### config.mk
export PLATFORM = sky130hd
export DESIGN_NAME = pcrp_top
export DESIGN_NICKNAME = d
export VERILOG_FILES = /design/src/inc/pcrp_pkg.sv /design/src/core/pcrp_top.sv
export SDC_FILE = /design/constraint.sdc
export NUM_CORES = 1
export LEC_CHECK = 0
export ABC_CLOCK_PERIOD_IN_PS = 2000
export BUFFER_PORTS_ARGS = -buffer_cell sky130_fd_sc_hd__buf_2
export CAP_MARGIN = 10
export CORE_ASPECT_RATIO = 0.6
export CORE_MARGIN = 5
export CORE_UTILIZATION = 30
export CTS_CLUSTER_SIZE = 30
export DETAILED_ROUTE_END_ITERATION = 8
export PLACE_DENSITY = 0.5
export SYNTH_ARGS = -nofsm -noshare
export SYNTH_HDL_FRONTEND = slang
export SYNTH_SLANG_ARGS = --single-unit
export TNS_END_PERCENT = 100
### constraint.sdc
create_clock -name sys_clk_i -period 2 [get_ports sys_clk_i]
set_input_delay 0.2 -clock sys_clk_i [delete_from_list [all_inputs] [get_ports sys_clk_i]]
set_output_delay 0.2 -clock sys_clk_i [all_outputs]
set_load 0.02 [all_outputs]
### src/inc/pcrp_pkg.sv
package pcrp_pkg;

    // ***************************************
    // Timing
    // ***************************************
    localparam int unsigned CLK_MHZ = 250;
    localparam int unsigned LOW_SHUTDOWN_US = 85;
    localparam int unsigned LOW_SHUTDOWN_CYC = LOW_SHUTDOWN_US * CLK_MHZ;
    // Longer than the widest legal high phase of 20 us
    localparam int unsigned CMD_IDLE_US = 40;
    localparam int unsigned CMD_IDLE_CYC = CMD_IDLE_US * CLK_MHZ;
    localparam int unsigned CNT_W = 16;

    // ***************************************
    // Pulse counts
    // ***************************************
    localparam logic [5:0] CNT_NEG_FIRST = 6'h01;
    localparam logic [5:0] CNT_NEG_LAST = 6'h29;
    localparam logic [5:0] CNT_POS_FIRST = 6'h2A;
    localparam logic [5:0] CNT_POS_LAST = 6'h2D;
    localparam logic [5:0] CNT_AVDD_FIRST = 6'h2E;
    localparam logic [5:0] CNT_AVDD_LAST = 6'h31;
    localparam logic [5:0] CNT_PANEL_LP = 6'h32;
    localparam logic [5:0] CNT_PANEL_NORM = 6'h33;
    localparam logic [5:0] CNT_AVDD_LP = 6'h34;
    localparam logic [5:0] CNT_AVDD_NORM = 6'h35;
    localparam logic [5:0] CNT_INIT_RESET = 6'h3F;

    // ***************************************
    // Reset values of the rail settings
    // ***************************************
    localparam logic [5:0] NEG_CODE_RST = 6'h0A;
    localparam logic [1:0] POS_CODE_RST = 2'h1;
    localparam logic [1:0] AVDD_CODE_RST = 2'h3;

    // ***************************************
    // Register map and target address
    // ***************************************
    localparam logic [3:0] ADR_CONTROL = 4'h0;
    localparam logic [3:0] ADR_STATUS = 4'h4;
    localparam logic [3:0] ADR_LEVELS = 4'h8;
    localparam logic [3:0] ADR_TARGET = 4'hC;
    localparam int unsigned CTL_DSRC_BIT = 0;
    localparam int unsigned CTL_DREG_BIT = 1;
    localparam logic [6:0] TARGET_ADDR = 7'h3E;

    // Pin vector positions
    localparam int unsigned PIN_CTRL = 0;
    localparam int unsigned PIN_EN = 1;
    localparam int unsigned PIN_DISCHARGE_SELECT_PIN = 2;
    localparam int unsigned PIN_FAULT = 3;

    typedef struct packed {
        logic [3:0] s1;
        logic [3:0] s2;
        logic [3:0] s3;
        logic [3:0] filt;
        logic [CNT_W-1:0] low_cnt;
        logic [CNT_W-1:0] idle_cnt;
        logic [5:0] pulse_cnt;
        logic pending;
        logic panel_on;
        logic fault;
        logic panel_lp;
        logic avdd_lp;
        logic [5:0] neg_code;
        logic [1:0] pos_code;
        logic [1:0] avdd_code;
        logic dsrc;
        logic dreg;
        logic dis_panel;
        logic dis_avdd;
        logic ack;
        logic [31:0] rdata;
    } pcrp_state_s;

endpackage

### src/core/pcrp_top.sv
`timescale 1ns/10ps

// Notes on behaviour
// - A rising programming pin from off enables both panel rails at the held level codes, 4.6 V and -2.4 V after reset.
// - A programming pin held low switches the panel rails off.
// - The enable pin alone switches the driver-supply rail.
// - Pulses are taken while the enable pin or the programming pin is high, or while the panel rails are on.
// - Rising edges on the programming pin are counted and the count is the command.
// - Counts 1 to 41 load the negative code, -1.4 V down to -5.4 V in 0.1 V steps.
// - Counts 42 to 45 select 4.4, 4.6, 4.8 or 5.0 V on the positive rail.
// - Counts 46 to 49 select 5.5, 6.2, 6.9 or 7.6 V on the driver-supply rail.
// - Counts 50 to 53 set light-load or normal mode on panel and driver rails.
// - Counts 54 to 62 do nothing and count 63 restores all defaults.
// - Start-up defaults are -2.4 V, 4.6 V, 7.6 V and normal mode everywhere.
// - Discharge at shutdown follows the pin unless the source select bit picks the register.
// - The two-wire target address is 0111110 followed by a direction bit.
// - A low phase longer than 85 us is a shutdown request.
// - A latched short-circuit shutdown clears on a low then high programming pin.
module pcrp_top #(
    parameter int unsigned LOW_SHUTDOWN_CYC = pcrp_pkg::LOW_SHUTDOWN_CYC,
    parameter int unsigned CMD_IDLE_CYC = pcrp_pkg::CMD_IDLE_CYC
) (
    input wire logic sys_clk_i,
    input wire logic resetn_i,
    input wire logic ctrl_pin_i,
    input wire logic en_pin_i,
    input wire logic discharge_select_pin_i,
    input wire logic short_fault_i,
    input wire logic wb_cyc_i,
    input wire logic wb_stb_i,
    input wire logic wb_we_i,
    input wire logic [3:0] wb_adr_i,
    input wire logic [3:0] wb_sel_i,
    input wire logic [31:0] wb_dat_i,
    output logic wb_ack_o,
    output logic [31:0] wb_dat_o,
    output logic panel_rail_en_o,
    output logic avdd_rail_en_o,
    output logic [5:0] neg_level_code_o,
    output logic [1:0] pos_level_code_o,
    output logic [1:0] avdd_level_code_o,
    output logic panel_lp_mode_o,
    output logic avdd_lp_mode_o,
    output logic panel_discharge_o,
    output logic avdd_discharge_o
);

    // ***************************************
    // State
    // ***************************************
    pcrp_pkg::pcrp_state_s state_reg;
    pcrp_pkg::pcrp_state_s state_next;

    localparam logic [pcrp_pkg::CNT_W-1:0] LOW_LIM =
        pcrp_pkg::CNT_W'(LOW_SHUTDOWN_CYC);
    localparam logic [pcrp_pkg::CNT_W-1:0] IDLE_LIM =
        pcrp_pkg::CNT_W'(CMD_IDLE_CYC);

    logic [3:0] pins;
    logic [3:0] agree;
    logic ctrl_rise;
    logic ctrl_hi;
    logic en_hi;
    logic flt_hi;
    logic dis_en;
    logic bus_req;
    logic [5:0] cmd;

    assign pins = {short_fault_i, discharge_select_pin_i, en_pin_i,
        ctrl_pin_i};

    // ***************************************
    // Next state
    // ***************************************
    always_comb begin
        state_next = state_reg;

        // Three-stage sync, change taken when stages two and three agree
        state_next.s1 = pins;
        state_next.s2 = state_reg.s1;
        state_next.s3 = state_reg.s2;
        agree = ~(state_reg.s2 ^ state_reg.s3);
        state_next.filt = (state_reg.s2 & agree) |
            (state_reg.filt & ~agree);

        ctrl_hi = state_next.filt[pcrp_pkg::PIN_CTRL];
        en_hi = state_next.filt[pcrp_pkg::PIN_EN];
        flt_hi = state_next.filt[pcrp_pkg::PIN_FAULT];
        ctrl_rise = ctrl_hi & ~state_reg.filt[pcrp_pkg::PIN_CTRL];
        cmd = state_reg.pulse_cnt;

        // Low phase timing
        if (ctrl_hi) begin
            state_next.low_cnt = '0;
        end else if (state_reg.low_cnt < LOW_LIM) begin
            state_next.low_cnt = state_reg.low_cnt + 1'b1;
        end else begin
            // Held low past the limit: shut the panel rails down
            state_next.panel_on = 1'b0;
            state_next.pulse_cnt = '0;
            state_next.pending = 1'b0;
        end

        // Edge counting
        if (ctrl_rise) begin
            if (!state_reg.panel_on || state_reg.fault) begin
                // Enabling edge, also the restart after a latched fault
                state_next.panel_on = 1'b1;
                state_next.fault = 1'b0;
                state_next.pulse_cnt = '0;
                state_next.pending = 1'b0;
            end else begin
                // Saturate so a runaway host cannot wrap to a low code
                if (state_reg.pulse_cnt != pcrp_pkg::CNT_INIT_RESET) begin
                    state_next.pulse_cnt = state_reg.pulse_cnt + 1'b1;
                end
                state_next.pending = 1'b1;
            end
            state_next.idle_cnt = '0;
        end else if (state_reg.pending && ctrl_hi) begin
            if (state_reg.idle_cnt < IDLE_LIM) begin
                state_next.idle_cnt = state_reg.idle_cnt + 1'b1;
            end else begin
                // High long enough: the burst is over, act on the count
                state_next.pending = 1'b0;
                state_next.pulse_cnt = '0;
                if (cmd >= pcrp_pkg::CNT_NEG_FIRST &&
                    cmd <= pcrp_pkg::CNT_NEG_LAST) begin
                    state_next.neg_code =
                        cmd - pcrp_pkg::CNT_NEG_FIRST;
                end else if (cmd >= pcrp_pkg::CNT_POS_FIRST &&
                    cmd <= pcrp_pkg::CNT_POS_LAST) begin
                    state_next.pos_code =
                        2'(cmd - pcrp_pkg::CNT_POS_FIRST);
                end else if (cmd >= pcrp_pkg::CNT_AVDD_FIRST &&
                    cmd <= pcrp_pkg::CNT_AVDD_LAST) begin
                    state_next.avdd_code =
                        2'(cmd - pcrp_pkg::CNT_AVDD_FIRST);
                end else begin
                    case (cmd)
                        pcrp_pkg::CNT_PANEL_LP: begin
                            state_next.panel_lp = 1'b1;
                        end
                        pcrp_pkg::CNT_PANEL_NORM: begin
                            state_next.panel_lp = 1'b0;
                        end
                        pcrp_pkg::CNT_AVDD_LP: begin
                            state_next.avdd_lp = 1'b1;
                        end
                        pcrp_pkg::CNT_AVDD_NORM: begin
                            state_next.avdd_lp = 1'b0;
                        end
                        pcrp_pkg::CNT_INIT_RESET: begin
                            state_next.neg_code =
                                pcrp_pkg::NEG_CODE_RST;
                            state_next.pos_code = pcrp_pkg::POS_CODE_RST;
                            state_next.avdd_code = pcrp_pkg::AVDD_CODE_RST;
                            state_next.panel_lp = 1'b0;
                            state_next.avdd_lp = 1'b0;
                        end
                        default: begin
                            // Counts 54 to 62 and zero change nothing
                            state_next.pending = 1'b0;
                        end
                    endcase
                end
            end
        end else if (!ctrl_hi) begin
            state_next.idle_cnt = '0;
        end

        // Link ignored while both pins are low; low phases of a burst
        // with the panel rails on still belong to the link
        if (!en_hi && !ctrl_hi && !state_next.panel_on) begin
            state_next.pulse_cnt = '0;
            state_next.pending = 1'b0;
        end

        // Fault latch; set wins over a restart edge in the same cycle
        if (flt_hi && state_next.panel_on) begin
            state_next.fault = 1'b1;
        end

        // Discharge source
        dis_en = state_reg.dsrc ? state_reg.dreg
            : state_next.filt[pcrp_pkg::PIN_DISCHARGE_SELECT_PIN];
        state_next.dis_panel = dis_en &
            ~(state_next.panel_on & ~state_next.fault);
        state_next.dis_avdd = dis_en & ~en_hi;

        // ***************************************
        // Wishbone slave
        // ***************************************
        bus_req = wb_cyc_i & wb_stb_i & ~state_reg.ack;
        state_next.ack = bus_req;
        state_next.rdata = '0;
        if (bus_req) begin
            case (wb_adr_i)
                pcrp_pkg::ADR_CONTROL: begin
                    state_next.rdata = {30'h00000000, state_reg.dreg,
                        state_reg.dsrc};
                end
                pcrp_pkg::ADR_STATUS: begin
                    state_next.rdata = {18'h00000, state_reg.pulse_cnt,
                        2'h0, dis_en, state_reg.avdd_lp,
                        state_reg.panel_lp, state_reg.fault,
                        state_reg.filt[pcrp_pkg::PIN_EN],
                        state_reg.panel_on};
                end
                pcrp_pkg::ADR_LEVELS: begin
                    state_next.rdata = {18'h00000, state_reg.avdd_code,
                        2'h0, state_reg.pos_code, 2'h0,
                        state_reg.neg_code};
                end
                pcrp_pkg::ADR_TARGET: begin
                    state_next.rdata = {25'h0000000,
                        pcrp_pkg::TARGET_ADDR};
                end
                default: begin
                    // Unmapped: acknowledged, reads zero, writes dropped
                    state_next.rdata = '0;
                end
            endcase
        end
        // Write lands at the edge where the master sees ack high
        if (wb_cyc_i && wb_stb_i && wb_we_i && state_reg.ack &&
            wb_sel_i[0] && wb_adr_i == pcrp_pkg::ADR_CONTROL) begin
            state_next.dsrc = wb_dat_i[pcrp_pkg::CTL_DSRC_BIT];
            state_next.dreg = wb_dat_i[pcrp_pkg::CTL_DREG_BIT];
        end
    end

    // ***************************************
    // Registers
    // ***************************************
    always_ff @(posedge sys_clk_i or negedge resetn_i) begin
        if (!resetn_i) begin
            state_reg <= '0;
            state_reg.neg_code <= pcrp_pkg::NEG_CODE_RST;
            state_reg.pos_code <= pcrp_pkg::POS_CODE_RST;
            state_reg.avdd_code <= pcrp_pkg::AVDD_CODE_RST;
        end else begin
            state_reg <= state_next;
        end
    end

    // ***************************************
    // Outputs
    // ***************************************
    assign wb_ack_o = state_reg.ack;
    assign wb_dat_o = state_reg.rdata;
    // Fault drops the panel rails but keeps settings for the restart
    assign panel_rail_en_o = state_reg.panel_on & ~state_reg.fault;
    assign avdd_rail_en_o = state_reg.filt[pcrp_pkg::PIN_EN];
    assign neg_level_code_o = state_reg.neg_code;
    assign pos_level_code_o = state_reg.pos_code;
    assign avdd_level_code_o = state_reg.avdd_code;
    assign panel_lp_mode_o = state_reg.panel_lp;
    assign avdd_lp_mode_o = state_reg.avdd_lp;
    assign panel_discharge_o = state_reg.dis_panel;
    assign avdd_discharge_o = state_reg.dis_avdd;

endmodule // pcrp_top

==> metrics.md, run 1 <==
| Metric | Value |
|---|---|
| Die Wd | 166 um |
| TNS Setup | -0.164 ns |
| Flops & latches, synth | 86 |
| Largest register FFs | 44 |
| Hold Crit Class | input pin to register |
| Pin count of the biggest net entering global routing | 39 |
| Required time of the critical path | between 2 and 2.5 ns |
| Overall Global Routing Usage | 0.122 |
| DRT Wirelength | between 10 and 15 mm |
| Total core area | ~14000 um^2 |
| Fin util | 0.379 |
| Critical Path Sink | cmd[5] |
| Final worst setup slack | -0.0421 ns |
| Crit path launch | state_reg[75] |
| Vias per cell | 4.73 |
| Final Hold Fails | 0 |
| Row count | 34 |
| Mapped cell area | between 4000 and 5000 um^2 |
| Syn_area_per_cell | ~10 um^2 |
| Yosys cell types | 63 |
| Achievable Freq | ~490 MHz |
| Pwr/cell area | approximately 870 nW/um^2 |
| Num CTS Buffers | 9 |
| Post-synth EDFFs | 0 |
| I/O Pins | 98 |
| CP startpoint kind | register |
| Area Growth Syn to Fin | 24.1% |
| TritonCTS Sinks | 86 |
| Drt first-iter violations | ~190 |
| FF-to-FF path depth | 6 |
| Clock tree buffer depth | 2 |
| Final setup viols | 6 |
| Initial antenna violation count | 0 |
| Vias in the first global route | 3315 |
| Antenna cells | 0 |
| Prevailing post-synth register cell | dfrtp_1 |
| Fill count | approximately 1400 |
| Max VDD drop | 0.362 mV |
| Vias | about 3400 |
| Sequential cell area | roughly 2200 um^2 |
| Reg-to-Reg Start | state_reg[75] |
| DR DRC count | 0 |
| Final net count | 574 |
| Max-cap violation count | 0 |
| Fin crit share | 1.02 |
| Unrepaired setup endpoints after global routing | yes |
| Async set-reset flop share out of synthesis | 1.00 |
| CP Capture Type | register |
| YS warnings | 0 |
| Min cycle time layout | between 2 and 2.5 ns |
| DR WL/cell | 14.7 um |
| CP arrival | 2.31 ns |
| Post-synthesis sequential area ratio | 0.490 |
| Clock slew at reported path FFs | 0.07 ns |
| Clock Skews | ~0.0088 ns |
| Gate Count Post-Synth | 438 |
| Placer congestion estimate | roughly 0.84 |
| Port Buffers | 44 |
| Crit-path max FO | 7 |
| Worst r2r dst | cmd[5] |
| DPL Wire Length | 7.69 mm |
| Area of the multi-input gates | roughly 1900 um^2 |
| H-tree depth | 3 |
| Clock Root Buffer | clkbuf_16 |
| Slew Limit Fails | 0 |
| CTS tree | built |
| Pleak | 2.49 nW |
| Setup slack, reg-to-reg | -0.04 ns |
| Pre-Repair DR Iteration Count | 4 |
| Grt total ovfl | 0 |
| Failing checks | setup timing |
| Skew-Pair Late Insertion Delay | 0.34 ns |
| Die ar. | 17300 um^2 |
| Status | finished with violations |
| Worst Setup Path Type | register to register |
| Die height | 104 um |
| Slowest stage delay, CP | roughly 0.55 ns |
| Cells along the critical path | or4_4 > o211ai_4 > nand3_4 > o21a_1 > buf_6 > and4b_1 |
| Initial Util | 0.305 |
| First-pass GRT wire length | approximately 17 mm |
| Layout cell share with drive strength beyond 1 | 0.273 |
| Final ANT Viol Nets | 0 |
| Hold path depth | 2 |
| Slowest library cell on the worst path | or4_4 |
[kinds of logic (layout without fill, tap and decap cells)]
family	count (synthesis)	after routing	synth area share
AND/OR/NAND/NOR	165	165	0.199
flip-flops	86	86	0.490
AO/OA/AOI/OAI	74	74	0.120
buffers and inverters	70	136	0.0972
XOR/XNOR	24	24	0.0477
adder cells (fa/ha/maj)	10	10	0.0267
multiplexers	8	8	0.0190
other	1	20	0.000851
[how the worst min path moves through the flow]
| stage | startpoint | to | slack, ns |
|---|---|---|---|
| after global routing | wb_dat_i[1] | state_reg[35] | 0.1 |
| after global placement | resetn_i | state_reg[64] | 0.21 |
| after detailed placement | resetn_i | state_reg[64] | 0.22 |
| after floorplan | resetn_i | avdd_discharge_o | -0.1 |
| after CTS | wb_dat_i[1] | state_reg[35] | 0.09 |
| final | wb_dat_i[1] | state_reg[35] | 0.09 |
[stage by stage]
step / power [mW] / setup WS [ns] / hold WS [ns] / instance area (um^2) / cells
2_1_floorplan: 2.52 / -0.0287 / -0.0956 / 4480 / 457
3_3_place_gp: 2.89 / -0.0859 / 0.209 / 5000 / 698
3_5_place_dp: 2.91 / -0.0788 / 0.216 / 5000 / 698
4_1_cts: 4.78 / -0.0467 / 0.0868 / 5410 / 721
5_1_grt: 4.96 / -0.109 / 0.0965 / 5470 / 721
6_report: 4.74 / -0.0421 / 0.0910 / 5470 / 721
[cell usage after synthesis, drive strengths merged (2+ instances only)]
cell,count,area [um^2]
a22oi,4,30.0
ha,7,87.6
nor4,4,25.0
nor2,51,191
and2,4,25.0
and4,3,26.3
nand4,10,62.6
a31oi,6,37.5
o2bb2ai,4,35.0
dfstp,5,131
a311oi,2,17.5
nand3,14,82.6
a211oi,3,22.5
nor4bb,4,40.0
or3,4,25.0
dfrtp,81,2030
o21a,6,45.0
inv,12,45.0
clkbuf,13,48.8
nor2b,5,31.3
or4,5,41.3
a21oi,12,60.1
maj3,3,30.0
and4b,2,20.0
nor3,16,80.1
and3,7,43.8
xnor2,12,105
nand2b,3,18.8
o211ai,7,66.3
xor2,12,105
mux2i,5,50.1
nand3b,3,22.5
o31a,2,18.8
nand2,25,93.8
buf,44,330
mux2,3,33.8
o21ai,14,73.8
a2bb2oi,4,35.0
[routing by layer]
layer  up-vias  global-route usage  wire [um]
met5         -                   0          0
met4         0              0.0245         61
li1       1663                   -          -
met3        10              0.0281        484
met1      1680               0.195       5730
met2        59               0.163       4300
[placed cells by master (no fill, tap or decap), drive strengths merged, types with 6 or more instances in the layout]
cell,netlist,final
buf,44,102
dfrtp,81,81
nor2,51,51
nand2,25,25
conb,1,20
nor3,16,16
inv,12,16
nand3,14,14
o21ai,14,14
xor2,12,12
a21oi,12,12
xnor2,12,12
nand4,10,10
clkbuf,13,9
and3,7,7
o211ai,7,7
ha,7,7
o21a,6,6
a31oi,6,6
[where the power goes]
| part | internal, mW | leakage (nW) | switching, mW |
|---|---|---|---|
| registers | 1.82 | 1.13 | 0.0797 |
| clock network | 1.11 | 0.157 | 0.726 |
| logic | 0.433 | 1.21 | 0.575 |
| total | 3.36 | 2.49 | 1.38 |
[worst max-delay path, delay by kind of cell, from the launching register on]
family,cells,cell delay (ns)
AO/OA/AOI/OAI,2,0.52
buffers and inverters,1,0.13
flip-flops,1,0.38
AND/OR/NAND/NOR,3,0.96
[final cells by class]
class                      count  area share
sequential                    86       0.395
multi-input combinational    301       0.356
timing repair buffer         107       0.135
tap                          198      0.0453
clock buffer                   9      0.0412
clock inverter                 7      0.0188
inverter                      13     0.00893
[timing repair]
action                                  4_1_cts  5_1_grt
endpoints found under the hold margin        36        0
pin swaps                                     1        5
hold buffers                                  5        0
endpoints found under the setup margin        6       24
gates cloned                                  0        0
gates resized for setup                       3       16
setup buffers                                 2        0
(Power assumes the default switching activity.)
==> run 2, diff against run 1 <==
Settings changed: BUFFER_PORTS_ARGS -buffer_cell sky130_fd_sc_hd__buf_2 to -buffer_cell sky130_fd_sc_hd__buf_4, PLACE_DENSITY 0.5 to unset.
==> metrics.md, run 2 (same netlist as run 1, synthesis figures left out) <==
| Metric | Value |
|---|---|
| H-tree depth | 3 |
| Reg-to-Reg Start | state_reg[75] |
| Hold Slack | roughly 0.095 ns |
| Achievable Freq | 496 MHz |
| Max-cap violation count | 0 |
| Failing checks | setup timing |
| Final Hold Fails | 0 |
| Sequential cell area | 2160 um^2 |
| DRT Wirelength | 10.2 mm |
| Initial Util | 0.305 |
| Final ANT Viol Nets | 0 |
| Vias in the first global route | 3327 |
| CP startpoint kind | register |
| Required time of the critical path | 2.25 ns |
| Row count | 34 |
| Clock Skews | just under 0.008 ns |
| DR DRC count | 0 |
| Die Wd | about 170 um |
| DR WL/cell | around 14 um |
| Slew Limit Fails | 0 |
| Most common cell after layout, fill and taps aside | buf_4 |
| Num CTS Buffers | 9 |
| FF-to-FF path depth | 6 |
| Skew-Pair Late Insertion Delay | roughly 0.34 ns |
| Clock Root Buffer | clkbuf_16 |
| Min cycle time layout | between 2 and 2.5 ns |
| Status | finished with violations |
| Antenna cells | 0 |
| Layout Cells excl Fill | 714 |
| Pin count of the biggest net entering global routing | 40 |
| Die ar. | 17300 um^2 |
| Placement Cell Area | about 5000 um^2 |
| Fill count | around 1400 |
| Slowest stage delay, CP | around 0.55 ns |
| Pwr/cell area | 840 nW/um^2 |
| CP Capture Type | register |
| Final net count | around 570 |
| DPL Wire Length | 7.51 mm |
| TritonCTS Sinks | 86 |
| Slowest library cell on the worst path | or4_4 |
| Commonest non-fill, non-tap cells in the layout | buf_4, dfrtp_1, nor2_1 |
| TNS Setup | -0.0221 ns |
| Vias | 3362 |
| Power Total | approximately 4.6 mW |
| Slew @ Worst Pin | between 0.7 and 0.8 ns |
| Clock tree buffer depth | 2 |
| Initial antenna violation count | 0 |
| Placer congestion estimate | about 0.87 |
| First-pass GRT wire length | around 17 mm |
| Area of the multi-input gates | ~1900 um^2 |
| Port Buffers | 44 |
| Total core area | 14400 um^2 |
| Cells along the critical path | or4_4 > o211ai_4 > nand3_4 > o21a_1 > buf_4 > nor3_2 |
| Clock slew at reported path FFs | 0.06 ns |
| Drt first-iter violations | around 270 |
| Fin crit share | 1.01 |
| Worst r2r dst | cmd[4] |
| Setup slack, reg-to-reg | -0.02 ns |
| Pleak | between 2 and 2.5 nW |
| Layout cell share with drive strength beyond 1 | 0.254 |
| Vias per cell | about 4.7 |
| Crit path launch | state_reg[75] |
| Pre-CTS setup slack | -0.0206 ns |
| CTS tree | built |
| Pre-Repair DR Iteration Count | 4 |
| Fin util | 0.379 |
| Final worst setup slack | -0.0158 ns |
| Overall Global Routing Usage | 0.120 |
| Grt total ovfl | 0 |
| Unrepaired setup endpoints after global routing | yes |
| Slew headroom | 0.526 |
| Worst Setup Path Type | register to register |
| CP arrival | approximately 2.3 ns |
| Largest register FFs | 44 |
| Critical Path Sink | cmd[4] |
| Crit-path max FO | 10 |
| I/O Pins | around 100 |
| Design area | around 5500 um^2 |
| Final setup viols | 2 |
| Area Growth Syn to Fin | 24.0% |
| Die height | 104 um |
| Dpl cells | slightly below 700 |
| Max VDD drop | between 0.3 and 0.4 mV |
| Hold Crit Class | input pin to register |
[run 2: changes by cell type in the layout (fill, tap and decap cells not counted), sizes merged]
cell / previous run / this run
clkinv: 1 / 2
buf: 102 / 95
bufinv: 2 / 1
clkbuf: 9 / 13
inv: 16 / 12
[run 2: critical path, delay by kind of cell (launching register included)]
| kind | cells | cell delay, ns |
|---|---|---|
| flip-flops | 1 | 0.38 |
| AO/OA/AOI/OAI | 2 | 0.51 |
| AND/OR/NAND/NOR | 3 | 0.89 |
| buffers and inverters | 1 | 0.15 |
[run 2: layout make-up]
type / instances / area share
timing repair buffer: 100 / 0.142
inverter: 13 / 0.00894
clock buffer: 13 / 0.0477
tap: 198 / 0.0454
clock inverter: 3 / 0.00779
multi-input combinational: 301 / 0.353
sequential: 86 / 0.396
[run 2: power by group]
part	internal (mW)	leakage, nW	switching (mW)
combinational	0.434	1.17	0.560
clock	1.04	0.146	0.663
sequential	1.82	1.13	0.0754
[run 2: what timing repair did]
action                                 4_1_cts  5_1_grt
pin swaps                                    2        2
setup endpoints to repair                    6       24
hold buffers                                 5        0
endpoints found under the hold margin       27        0
gates resized for setup                      2        8
buffers inserted                             2        1
[run 2: how the worst min path moves through the flow]
stage | startpoint | end | cells after the start
2_1_floorplan | resetn_i | avdd_discharge_o | 0
3_3_place_gp | resetn_i | state_reg[62] | 1
3_5_place_dp | resetn_i | state_reg[62] | 1
4_1_cts | wb_dat_i[0] | state_reg[36] | 2
5_1_grt | wb_dat_i[0] | state_reg[36] | 2
6_report | wb_dat_i[0] | state_reg[36] | 2
[run 2: metal layers]
metal | part of all wire | up-vias | GRT usage
met1 | 0.53 | 1647 | 0.189
met3 | 0.049 | 9 | 0.0334
met5 | 0 | - | 0
li1 | - | 1640 | -
met2 | 0.41 | 66 | 0.162
met4 | 0.0084 | 0 | 0.0263
